$ cat src/design/synth_pkg.sv
// shared constants for the clock synthesizer digital block
package synth_pkg;
  // register byte offsets
  localparam logic [3:0] CTRL_OFS = 4'h0;
  localparam logic [3:0] STATUS_OFS = 4'h4;
  localparam logic [3:0] IRQ_STAT_OFS = 4'h8;
  localparam logic [3:0] IRQ_MASK_OFS = 4'hC;
  // control field positions
  localparam int CTRL_EN_LSB = 0;
  localparam int CTRL_EN_W = 6;
  localparam int CTRL_OSC_LSB = 6;
  localparam int CTRL_RATIO_LSB = 8;
  localparam int CTRL_MHI_BIT = 11;
  // control reset: all outputs enabled, internal oscillator, ratio 3
  localparam logic [11:0] CTRL_RST = 12'h37F;
  localparam logic [5:0] EN_RST = 6'h3F;
  // status bits
  localparam int ST_LOCK_BIT = 0;
  localparam int ST_XOR_BIT = 1;
  localparam int ST_SINK_BIT = 2;
  localparam int ST_SOURCE_BIT = 3;
  // interrupt bits
  localparam int IRQ_GAIN_BIT = 0;
  localparam int IRQ_LOSS_BIT = 1;
  localparam logic [1:0] IRQ_RST = 2'h0;
  // oscillator source select codes
  localparam logic [1:0] OSC_EXT_HI = 2'h0;
  localparam logic [1:0] OSC_INT_622 = 2'h1;
  localparam logic [1:0] OSC_INT_1244 = 2'h2;
  localparam logic [1:0] OSC_EXT_DIRECT = 2'h3;
  // ratio code with no divide: disable or feedback
  localparam logic [2:0] RATIO_SPECIAL = 3'h7;
  // lock filter
  localparam int LOCK_ACC_W = 8;
  localparam logic [7:0] LOCK_ACC_MAX = 8'hFF;
  localparam logic [7:0] LOCK_THRESH = 8'h40;
  // bus responses
  localparam logic [1:0] RESP_OKAY = 2'h0;
  localparam logic [1:0] RESP_SLVERR = 2'h2;
endpackage : synth_pkg

$ cat src/design/clk_out_gate.sv
// glitch-free enable gate for one output clock, on the falling edge
`timescale 1ns/1ps
module clk_out_gate
(
  // clock and reset
  input wire logic clk_i,
  input wire logic arst_n_i,
  input wire logic ce_i,
  // divider level about to be taken, and enable request
  input wire logic level_i,
  input wire logic enable_i,
  // gated clock
  output logic clk_o
);
  logic en_ff;

  always_ff @(negedge clk_i or negedge arst_n_i)
  begin
    if (!arst_n_i)
    begin
      en_ff <= 1'b1;
      clk_o <= 1'b0;
    end
    else if (ce_i)
    begin
      // enable only moves in a low phase, so no pulse is ever cut short
      if (!level_i)
        en_ff <= enable_i;
      clk_o <= level_i & en_ff;
    end
  end
endmodule : clk_out_gate

$ cat src/design/synth_divider_lock_detect.sv
// clock synthesizer digital side: dividers, output gates, lock detect, phase detector
//
// Register access over AXI4-Lite and the register addresses were decided locally.
`timescale 1ns/1ps
module synth_divider_lock_detect
(
  // clock, reset, clock enable
  input wire logic clk_i,
  input wire logic arst_n_i,
  input wire logic ce_i,
  // reference clock, sampled as synchronous
  input wire logic ref_clk_i,
  // output clocks
  output logic master_out_a_o,
  output logic master_out_b_o,
  output logic half_rate_out_o,
  output logic quarter_rate_out_o,
  output logic eighth_rate_out_o,
  output logic sixteenth_rate_out_o,
  // lock detect and pump
  output logic raw_lock_xor_o,
  output logic lock_status_out_o,
  output logic pump_output_sink_o,
  output logic pump_output_source_o,
  output logic irq_o,
  // axi4-lite write address
  input wire logic [3:0] s_axi_awaddr,
  input wire logic s_axi_awvalid,
  output logic s_axi_awready,
  // axi4-lite write data
  input wire logic [31:0] s_axi_wdata,
  input wire logic [3:0] s_axi_wstrb,
  input wire logic s_axi_wvalid,
  output logic s_axi_wready,
  // axi4-lite write response
  output logic [1:0] s_axi_bresp,
  output logic s_axi_bvalid,
  input wire logic s_axi_bready,
  // axi4-lite read address
  input wire logic [3:0] s_axi_araddr,
  input wire logic s_axi_arvalid,
  output logic s_axi_arready,
  // axi4-lite read data
  output logic [31:0] s_axi_rdata,
  output logic [1:0] s_axi_rresp,
  output logic s_axi_rvalid,
  input wire logic s_axi_rready
);
  logic [11:0] ctrl_ff;
  logic [1:0] irq_stat_ff;
  logic [1:0] irq_mask_ff;
  logic [3:0] awaddr_ff;
  logic aw_got_ff;
  logic [31:0] wdata_ff;
  logic [3:0] wstrb_ff;
  logic w_got_ff;
  logic [1:0] pre_cnt_ff;
  logic [6:0] div_ff;
  logic ref_ff;
  logic fb_ff;
  logic up_ff;
  logic dn_ff;
  logic [7:0] lock_acc_ff;
  logic locked_d_ff;

  // control fields
  wire [5:0] en_w = ctrl_ff[synth_pkg::CTRL_EN_LSB +: synth_pkg::CTRL_EN_W];
  wire [1:0] osc_sel_w = ctrl_ff[synth_pkg::CTRL_OSC_LSB +: 2];
  wire [2:0] ratio_w = ctrl_ff[synth_pkg::CTRL_RATIO_LSB +: 3];
  wire master_hi_w = ctrl_ff[synth_pkg::CTRL_MHI_BIT];

  // oscillator to master prescale: internal needs /4 or /2, external /2 or /1
  wire [1:0] pre_max_w = (osc_sel_w == synth_pkg::OSC_INT_622) ? 2'h3 :
                         (osc_sel_w == synth_pkg::OSC_EXT_DIRECT) ? 2'h0 : 2'h1;
  wire master_tick_w = (pre_cnt_ff == pre_max_w);
  wire [1:0] nxt_pre_cnt = master_tick_w ? 2'h0 : pre_cnt_ff + 2'h1;
  wire [6:0] nxt_div = master_tick_w ? div_ff + 7'h01 : div_ff;

  // one shared counter on the falling edge keeps every output phase-aligned
  always_ff @(negedge clk_i or negedge arst_n_i)
  begin
    if (!arst_n_i)
    begin
      pre_cnt_ff <= 2'h0;
      div_ff <= 7'h00;
    end
    else if (ce_i)
    begin
      pre_cnt_ff <= nxt_pre_cnt;
      div_ff <= nxt_div;
    end
  end

  // output tap per gate: a, b undivided, then /2 ... /16
  wire [5:0] level_w = {nxt_div[4], nxt_div[3], nxt_div[2], nxt_div[1], nxt_div[0], nxt_div[0]};
  wire [5:0] gated_w;
  genvar gi;
  generate
    for (gi = 0; gi < 6; gi = gi + 1)
    begin : g_out
      clk_out_gate u_gate
      (
        .clk_i(clk_i),
        .arst_n_i(arst_n_i),
        .ce_i(ce_i),
        .level_i(level_w[gi]),
        .enable_i(en_w[gi]),
        .clk_o(gated_w[gi])
      );
    end
  endgenerate
  assign master_out_a_o = gated_w[0];
  assign master_out_b_o = gated_w[1];
  assign half_rate_out_o = gated_w[2];
  assign quarter_rate_out_o = gated_w[3];
  assign eighth_rate_out_o = gated_w[4];
  assign sixteenth_rate_out_o = gated_w[5];

  // feedback tap from the same counter, so a locked output at reference rate rises with it
  wire fb_w = (ratio_w == synth_pkg::RATIO_SPECIAL) ? (master_hi_w & div_ff[0]) : div_ff[ratio_w];

  // phase/frequency detector on rising edges
  wire ref_rise_w = ref_clk_i & ~ref_ff;
  wire fb_rise_w = fb_w & ~fb_ff;
  wire nxt_up = (up_ff | ref_rise_w) & ~((up_ff | ref_rise_w) & (dn_ff | fb_rise_w));
  wire nxt_dn = (dn_ff | fb_rise_w) & ~((up_ff | ref_rise_w) & (dn_ff | fb_rise_w));
  wire xor_w = ref_clk_i ^ fb_w;

  // lock filter: saturating integrator stands in for the external capacitor
  wire [7:0] nxt_acc = xor_w ? ((lock_acc_ff == synth_pkg::LOCK_ACC_MAX) ? lock_acc_ff : lock_acc_ff + 8'h01) :
                               ((lock_acc_ff == 8'h00) ? lock_acc_ff : lock_acc_ff - 8'h01);
  wire locked_w = (lock_acc_ff < synth_pkg::LOCK_THRESH);

  // detector and filter state
  always_ff @(posedge clk_i or negedge arst_n_i)
  begin
    if (!arst_n_i)
    begin
      ref_ff <= 1'b0;
      fb_ff <= 1'b0;
      up_ff <= 1'b0;
      dn_ff <= 1'b0;
      lock_acc_ff <= synth_pkg::LOCK_ACC_MAX;
      locked_d_ff <= 1'b0;
    end
    else if (ce_i)
    begin
      ref_ff <= ref_clk_i;
      fb_ff <= fb_w;
      up_ff <= nxt_up;
      dn_ff <= nxt_dn;
      lock_acc_ff <= nxt_acc;
      locked_d_ff <= locked_w;
    end
  end

  // lock and pump outputs leave flip-flops of their own
  always_ff @(posedge clk_i or negedge arst_n_i)
  begin
    if (!arst_n_i)
    begin
      raw_lock_xor_o <= 1'b0;
      lock_status_out_o <= 1'b0;
      pump_output_sink_o <= 1'b0;
      pump_output_source_o <= 1'b0;
    end
    else if (ce_i)
    begin
      raw_lock_xor_o <= xor_w;
      lock_status_out_o <= locked_w;
      pump_output_sink_o <= nxt_up;
      pump_output_source_o <= nxt_dn;
    end
  end

  // interrupt events
  wire gain_w = locked_w & ~locked_d_ff;
  wire loss_w = ~locked_w & locked_d_ff;

  // register bus decode
  wire wr_go_w = aw_got_ff & w_got_ff & ~s_axi_bvalid;
  wire wr_ctrl_w = wr_go_w & (awaddr_ff == synth_pkg::CTRL_OFS);
  wire wr_stat_w = wr_go_w & (awaddr_ff == synth_pkg::IRQ_STAT_OFS);
  wire wr_mask_w = wr_go_w & (awaddr_ff == synth_pkg::IRQ_MASK_OFS);
  wire wr_ok_w = wr_ctrl_w | wr_stat_w | wr_mask_w | (awaddr_ff == synth_pkg::STATUS_OFS);
  wire [11:0] ctrl_mask_w = {{4{wstrb_ff[1]}}, {8{wstrb_ff[0]}}};
  wire [11:0] nxt_ctrl = (ctrl_ff & ~ctrl_mask_w) | (wdata_ff[11:0] & ctrl_mask_w);
  wire [1:0] w1c_w = (wr_stat_w & wstrb_ff[0]) ? wdata_ff[1:0] : 2'h0;
  // a new event wins over a clear in the same cycle
  wire [1:0] nxt_irq_stat = (irq_stat_ff & ~w1c_w) | {loss_w, gain_w};
  wire [3:0] status_w = {pump_output_source_o, pump_output_sink_o, raw_lock_xor_o, lock_status_out_o};
  wire [31:0] rd_ctrl_w = {20'h00000, ctrl_ff};
  wire [31:0] rd_status_w = {28'h0000000, status_w};
  wire [31:0] rd_irq_stat_w = {30'h0, irq_stat_ff};
  wire [31:0] rd_irq_mask_w = {30'h0, irq_mask_ff};
  wire [31:0] rd_data_w = (s_axi_araddr == synth_pkg::CTRL_OFS) ? rd_ctrl_w :
                          (s_axi_araddr == synth_pkg::STATUS_OFS) ? rd_status_w :
                          (s_axi_araddr == synth_pkg::IRQ_STAT_OFS) ? rd_irq_stat_w :
                          rd_irq_mask_w;
  wire rd_ok_w = (s_axi_araddr[1:0] == 2'h0);

  // write channel: address and data may arrive in either order
  always_ff @(posedge clk_i or negedge arst_n_i)
  begin
    if (!arst_n_i)
    begin
      awaddr_ff <= 4'h0;
      aw_got_ff <= 1'b0;
      wdata_ff <= 32'h00000000;
      wstrb_ff <= 4'h0;
      w_got_ff <= 1'b0;
      s_axi_awready <= 1'b0;
      s_axi_wready <= 1'b0;
      s_axi_bvalid <= 1'b0;
      s_axi_bresp <= synth_pkg::RESP_OKAY;
    end
    else if (ce_i)
    begin
      s_axi_awready <= ~aw_got_ff & ~(s_axi_awvalid & s_axi_awready) & ~s_axi_bvalid;
      s_axi_wready <= ~w_got_ff & ~(s_axi_wvalid & s_axi_wready) & ~s_axi_bvalid;
      if (s_axi_awvalid & s_axi_awready)
      begin
        awaddr_ff <= s_axi_awaddr;
        aw_got_ff <= 1'b1;
      end
      if (s_axi_wvalid & s_axi_wready)
      begin
        wdata_ff <= s_axi_wdata;
        wstrb_ff <= s_axi_wstrb;
        w_got_ff <= 1'b1;
      end
      if (wr_go_w)
      begin
        aw_got_ff <= 1'b0;
        w_got_ff <= 1'b0;
        s_axi_bvalid <= 1'b1;
        s_axi_bresp <= wr_ok_w ? synth_pkg::RESP_OKAY : synth_pkg::RESP_SLVERR;
      end
      else if (s_axi_bready)
      begin
        s_axi_bvalid <= 1'b0;
      end
    end
  end

  // control and interrupt registers
  always_ff @(posedge clk_i or negedge arst_n_i)
  begin
    if (!arst_n_i)
    begin
      ctrl_ff <= synth_pkg::CTRL_RST;
      irq_stat_ff <= synth_pkg::IRQ_RST;
      irq_mask_ff <= synth_pkg::IRQ_RST;
      irq_o <= 1'b0;
    end
    else if (ce_i)
    begin
      if (wr_ctrl_w)
      begin
        ctrl_ff <= nxt_ctrl;
      end
      if (wr_mask_w & wstrb_ff[0])
      begin
        irq_mask_ff <= wdata_ff[1:0];
      end
      irq_stat_ff <= nxt_irq_stat;
      irq_o <= |(nxt_irq_stat & irq_mask_ff);
    end
  end

  // read channel: data is captured with the address, so it stands until taken
  always_ff @(posedge clk_i or negedge arst_n_i)
  begin
    if (!arst_n_i)
    begin
      s_axi_arready <= 1'b0;
      s_axi_rvalid <= 1'b0;
      s_axi_rdata <= 32'h00000000;
      s_axi_rresp <= synth_pkg::RESP_OKAY;
    end
    else if (ce_i)
    begin
      s_axi_arready <= ~s_axi_rvalid & ~(s_axi_arvalid & s_axi_arready);
      if (s_axi_arvalid & s_axi_arready)
      begin
        s_axi_rvalid <= 1'b1;
        s_axi_rdata <= rd_ok_w ? rd_data_w : 32'h00000000;
        s_axi_rresp <= rd_ok_w ? synth_pkg::RESP_OKAY : synth_pkg::RESP_SLVERR;
      end
      else if (s_axi_rready)
      begin
        s_axi_rvalid <= 1'b0;
      end
    end
  end
endmodule : synth_divider_lock_detect

$ cat config.mk
export PLATFORM = sky130hd
export DESIGN_NAME = synth_divider_lock_detect
export DESIGN_NICKNAME = d
export VERILOG_FILES = /design/src/design/synth_pkg.sv /design/src/design/clk_out_gate.sv /design/src/design/synth_divider_lock_detect.sv
export SDC_FILE = /design/constraint.sdc
export NUM_CORES = 1
export LEC_CHECK = 0
export BUFFER_PORTS_ARGS = -buffer_cell sky130_fd_sc_hd__buf_2
export CAP_MARGIN = 5
export CORE_ASPECT_RATIO = 1.75
export CORE_UTILIZATION = 35
export DETAILED_ROUTE_END_ITERATION = 16
export GPL_TIMING_DRIVEN = 0
export PLACE_DENSITY = 0.59
export SETUP_SLACK_MARGIN = 0.3
export SLEW_MARGIN = 20
export SYNTH_ARGS = -nofsm -noshare
export SYNTH_HDL_FRONTEND = slang
export SYNTH_HIERARCHICAL = 1
export SYNTH_SLANG_ARGS = --single-unit
$ cat constraint.sdc
create_clock -name clk_i -period 3.5 [get_ports clk_i]
set_clock_uncertainty 0.05 [all_clocks]
set_input_delay 0.525 -clock clk_i [delete_from_list [all_inputs] [get_ports clk_i]]
set_output_delay 0.525 -clock clk_i [all_outputs]
set_load 0.03 [all_outputs]
==> out/metrics.json <==
{
  "status": {"value": "finished with violations"},
  "violated_checks": {"value": "setup timing"},
  "antenna_left": {"value": 0},
  "fin_worst_hold_slack": {"value": 0.0517, "unit": "ns"},
  "async_flop_share": {"value": 100, "unit": "%"},
  "die_x": {"value": 87.2, "unit": "um"},
  "timing.critical_path.max_delay_family": {"value": "multiplexers"},
  "die_h": {"value": 151, "unit": "um"},
  "cts_buffer_count": {"value": 9},
  "power.share.sequential": {"value": 37.7, "unit": "%"},
  "power_per_cell_area": {"value": 800, "unit": "nW/um^2"},
  "num-nets-final": {"value": 562},
  "final_util": {"value": 49.1, "unit": "%"},
  "count_of_input_and_output_buffers": {"value": 59},
  "wl_per_cell": {"value": 15.9, "unit": "um"},
  "rsz0062_at_grt": {"value": "yes"},
  "netlist-cell-type-count": {"value": 54},
  "yosys_register_bits": {"value": 91},
  "critical_path_arrival": {"value": 4.69, "unit": "ns"},
  "root_buffer": {"value": "sky130_fd_sc_hd__clkbuf_16"},
  "netSwitchingPower": {"value": 1.76, "unit": "mW"},
  "first_pass_grt_wire_length": {"value": 16900, "unit": "um"},
  "number_of_antenna_violations_at_the_first_check_in_global_routing": {"value": 0},
  "synth-edff-count": {"value": 0},
  "layout-area-overhead-vs-synth": {"value": 37.1, "unit": "%"},
  "yosysWarningCount": {"value": 6},
  "clkTransAtPathRegs": {"value": 0.06, "unit": "ns"},
  "required_time_of_the_critical_path": {"value": 3.71, "unit": "ns"},
  "vdd_ir_drop_max": {"value": 0.287, "unit": "mV"},
  "combPwrFrac": {"value": 41.0, "unit": "%"},
  "grt.total_usage": {"value": 17.1, "unit": "%"},
  "clkSinkCount": {"value": 91},
  "tightest_slew": {"value": 0.721, "unit": "ns"},
  "first_global_vias": {"value": 3269},
  "cts_max_level": {"value": 3},
  "synth.cell_area": {"value": 4450, "unit": "um^2"},
  "criticalPathCategory": {"value": "flip-flop to flip-flop"},
  "globalRouteOverflowTotal": {"value": 0},
  "critical_path.n_buffers_inverters": {"value": 1},
  "synth_top_area_share": {"value": 29.8, "unit": "%"},
  "worstSetupStartpointType": {"value": "flip-flop"},
  "final_hold_viol_count": {"value": 0},
  "relSlewSlack": {"value": 51.8, "unit": "%"},
  "critPathMaxStageDelay": {"value": 0.52, "unit": "ns"},
  "synth_area_leader_cell": {"value": "sky130_fd_sc_hd__dfrtp_1"},
  "dp_hpwl": {"value": 7400, "unit": "um"},
  "setup_viol_count_final": {"value": 13},
  "maximum_number_of_pins_on_one_net_before_global_route_repair": {"value": 50},
  "worst_r2r_startpoint": {"value": "div_ff[4]$_DFFE_NN0P_"},
  "clk_lat_worst_skew": {"value": 0.39, "unit": "ns"},
  "routability_driven_placement_congestion_ratio": {"value": 0.846},
  "design.portCount": {"value": 105},
  "postSynthCellCount": {"value": 380},
  "vias_per_cell": {"value": 4.86},
  "dr_total_vias": {"value": 3302},
  "core": {"value": 12400, "unit": "um^2"},
  "maxCapViolCount": {"value": 0},
  "cp-end-kind": {"value": "flip-flop"},
  "switching_power_as_a_share_of_total_power": {"value": 36.0, "unit": "%"},
  "die_footprint": {"value": 13200, "unit": "um^2"},
  "initial_core_util": {"value": 35.8, "unit": "%"},
  "timing.hold.worst.class": {"value": "input port to async pin"},
  "ctsLongestPathBuffers": {"value": 2},
  "insertedDiodeCount": {"value": 0},
  "intPower": {"value": 3.12, "unit": "mW"},
  "std_cell_rows": {"value": 54},
  "regToRegSetupSlack": {"value": -0.98, "unit": "ns"},
  "drcViolationCount": {"value": 0},
  "cts_tree": {"value": "built"},
  "ctsHoldBuffers": {"value": 0},
  "critPathLaunch": {"value": "div_ff[4]$_DFFE_NN0P_"},
  "timing.critical_path.cells": {"value": "buf_6, mux2_4, mux4_2, nor3_4, nor2_4, xnor2_2, ha_4, nand3_4, nor4_4, o2111ai_1, xnor2_1"},
  "drt_pass1_iterations": {"value": 4},
  "report.final.slew_viol_count": {"value": 0},
  "syn_area_per_cell": {"value": 11.7, "unit": "um^2"},
  "postSynth.topFlopCell": {"value": "sky130_fd_sc_hd__dfrtp_1"},
  "postLayoutSetupSlackWorst": {"value": -0.980, "unit": "ns"},
  "synth-seq-area-share": {"value": 51.8, "unit": "%"},
  "leakage": {"value": 2.85, "unit": "nW"},
  "final_layout_size_suffix_gt1_share": {"value": 51.2, "unit": "%"},
  "cpMaxStageDelayCell": {"value": "sky130_fd_sc_hd__mux4_2"},
  "final_wl": {"value": 10800, "unit": "um"},
  "synth.area.top_cells": {"value": "sky130_fd_sc_hd__dfrtp_1 30%, sky130_fd_sc_hd__dfstp_2 14%, sky130_fd_sc_hd__mux2_2 10%"},
  "filler_cell_count_in_the_final_layout": {"value": 1126},
  "timing.critical_path.fanout_max": {"value": 6},
  "initialDrtViolationCount": {"value": 155},
  "clockPowerShare": {"value": 21.3, "unit": "%"}
}
power by group through the flow:
stage	logic [mW]	clock network [mW]	registers, mW
after detailed placement	1.48	0.0215	1.82
after global routing	2.15	1.12	1.90
final	2.00	1.04	1.84
after CTS	1.79	1.07	1.82
after global placement	1.43	0.0215	1.81
after floorplan	0.995	0.0215	1.90
timing repair:
item                       CTS  global route
resized for setup           49            34
buffers inserted            19            16
cloned                       0             0
setup endpoints to repair   39            39
pin swaps                   13            23
worst paths after layout:
check	cells past startpoint	to
min	1	s_axi_rdata[0]$_DFFE_PN0P_
max reg2reg	11	lock_acc_ff[6]$_DFFE_PN1P_
min reg2reg	1	div_ff[6]$_DFFE_NN0P_
max in group asynchronous	2	g_out[5].u_gate/en_ff$_DFFE_NN1P_
max	11	lock_acc_ff[6]$_DFFE_PN1P_
min in group clk_i	2	awaddr_ff[2]$_DFFE_PN0P_
per-stage QoR:
step / cells / setup TNS [ns] / setup slack (ns) / instance area [um^2] / power [mW]
after floorplan: 401 / -4.55 / -0.823 / 4600 / 2.92
after global placement: 628 / -18.85 / -1.08 / 5100 / 3.26
after detailed placement: 629 / -8.73 / -1.13 / 5140 / 3.32
after CTS: 664 / -6.50 / -0.925 / 5810 / 4.68
after global routing: 680 / -8.96 / -1.17 / 6100 / 5.17
final: 680 / -7.67 / -0.980 / 6100 / 4.88
synth_stat cells (3+ instances only):
cell type                   number
sky130_fd_sc_hd__nand3_1        15
sky130_fd_sc_hd__o21ai_0        13
sky130_fd_sc_hd__mux2_2         41
sky130_fd_sc_hd__buf_4          23
sky130_fd_sc_hd__nor2_1         18
sky130_fd_sc_hd__a21oi_1        13
sky130_fd_sc_hd__dfstp_2        23
sky130_fd_sc_hd__mux2_4          7
sky130_fd_sc_hd__nor2b_4         6
sky130_fd_sc_hd__o2111ai_1       6
sky130_fd_sc_hd__nand2b_1        3
sky130_fd_sc_hd__clkbuf_1        7
sky130_fd_sc_hd__inv_1          17
sky130_fd_sc_hd__mux4_2          4
sky130_fd_sc_hd__dfrtp_1        53
sky130_fd_sc_hd__and3_1          4
sky130_fd_sc_hd__xnor2_1        15
sky130_fd_sc_hd__mux2i_1         5
sky130_fd_sc_hd__a22o_1         10
sky130_fd_sc_hd__o21a_1          3
sky130_fd_sc_hd__nor3_1          5
sky130_fd_sc_hd__nand4_1         3
sky130_fd_sc_hd__dfrtn_1        15
sky130_fd_sc_hd__nand2_1        31
cell families (layout without fill, tap and decap cells):
group	after synthesis	after routing	share of synthesized area (%)
simple gates	102	102	12.7
flops	91	91	51.8
compound gates	59	59	8.94
mux	57	57	15.9
buf+inv	51	162	6.61
xor+xnor	17	17	3.35
fa+ha+maj	2	2	0.562
other cells	1	22	0.0843
cell type report:
class | count | area [um^2] | share of cell area, %
sequential | 91 | 2310 | 37.8
clock inverter | 12 | 101 | 1.66
tap | 168 | 210 | 3.45
clock buffer | 10 | 229 | 3.75
timing repair buffer | 95 | 689 | 11.3
multi-input combinational | 259 | 2270 | 37.3
buffer | 34 | 248 | 4.06
inverter | 11 | 41.3 | 0.677
metal layers:
layer / track usage [%] / up-vias / share of wire, %
li1: - / 1553 / -
met1: 20.3 / 1633 / 40
met2: 29.4 / 94 / 54
met3: 3.05 / 22 / 3.7
met4: 8.28 / 0 / 2.9
met5: 0 / - / 0
placed cells by master (no fill, tap or decap), drive strengths merged, types with 3 or more instances in the layout:
master   count
dfstp       23
a21oi       14
dfrtn       15
o21ai       14
nor3         6
dfrtp       53
mux2        48
buf        123
mux4         4
mux2i        5
nand4        3
a22o        10
nand3       16
nand2b       3
conb        22
nand2       31
nor2b        7
nor2        18
o2111ai      6
inv         18
o21a         3
and3         4
clkbuf      16
xnor2       15
No activity file was read; power rests on OpenSTA's default activity.
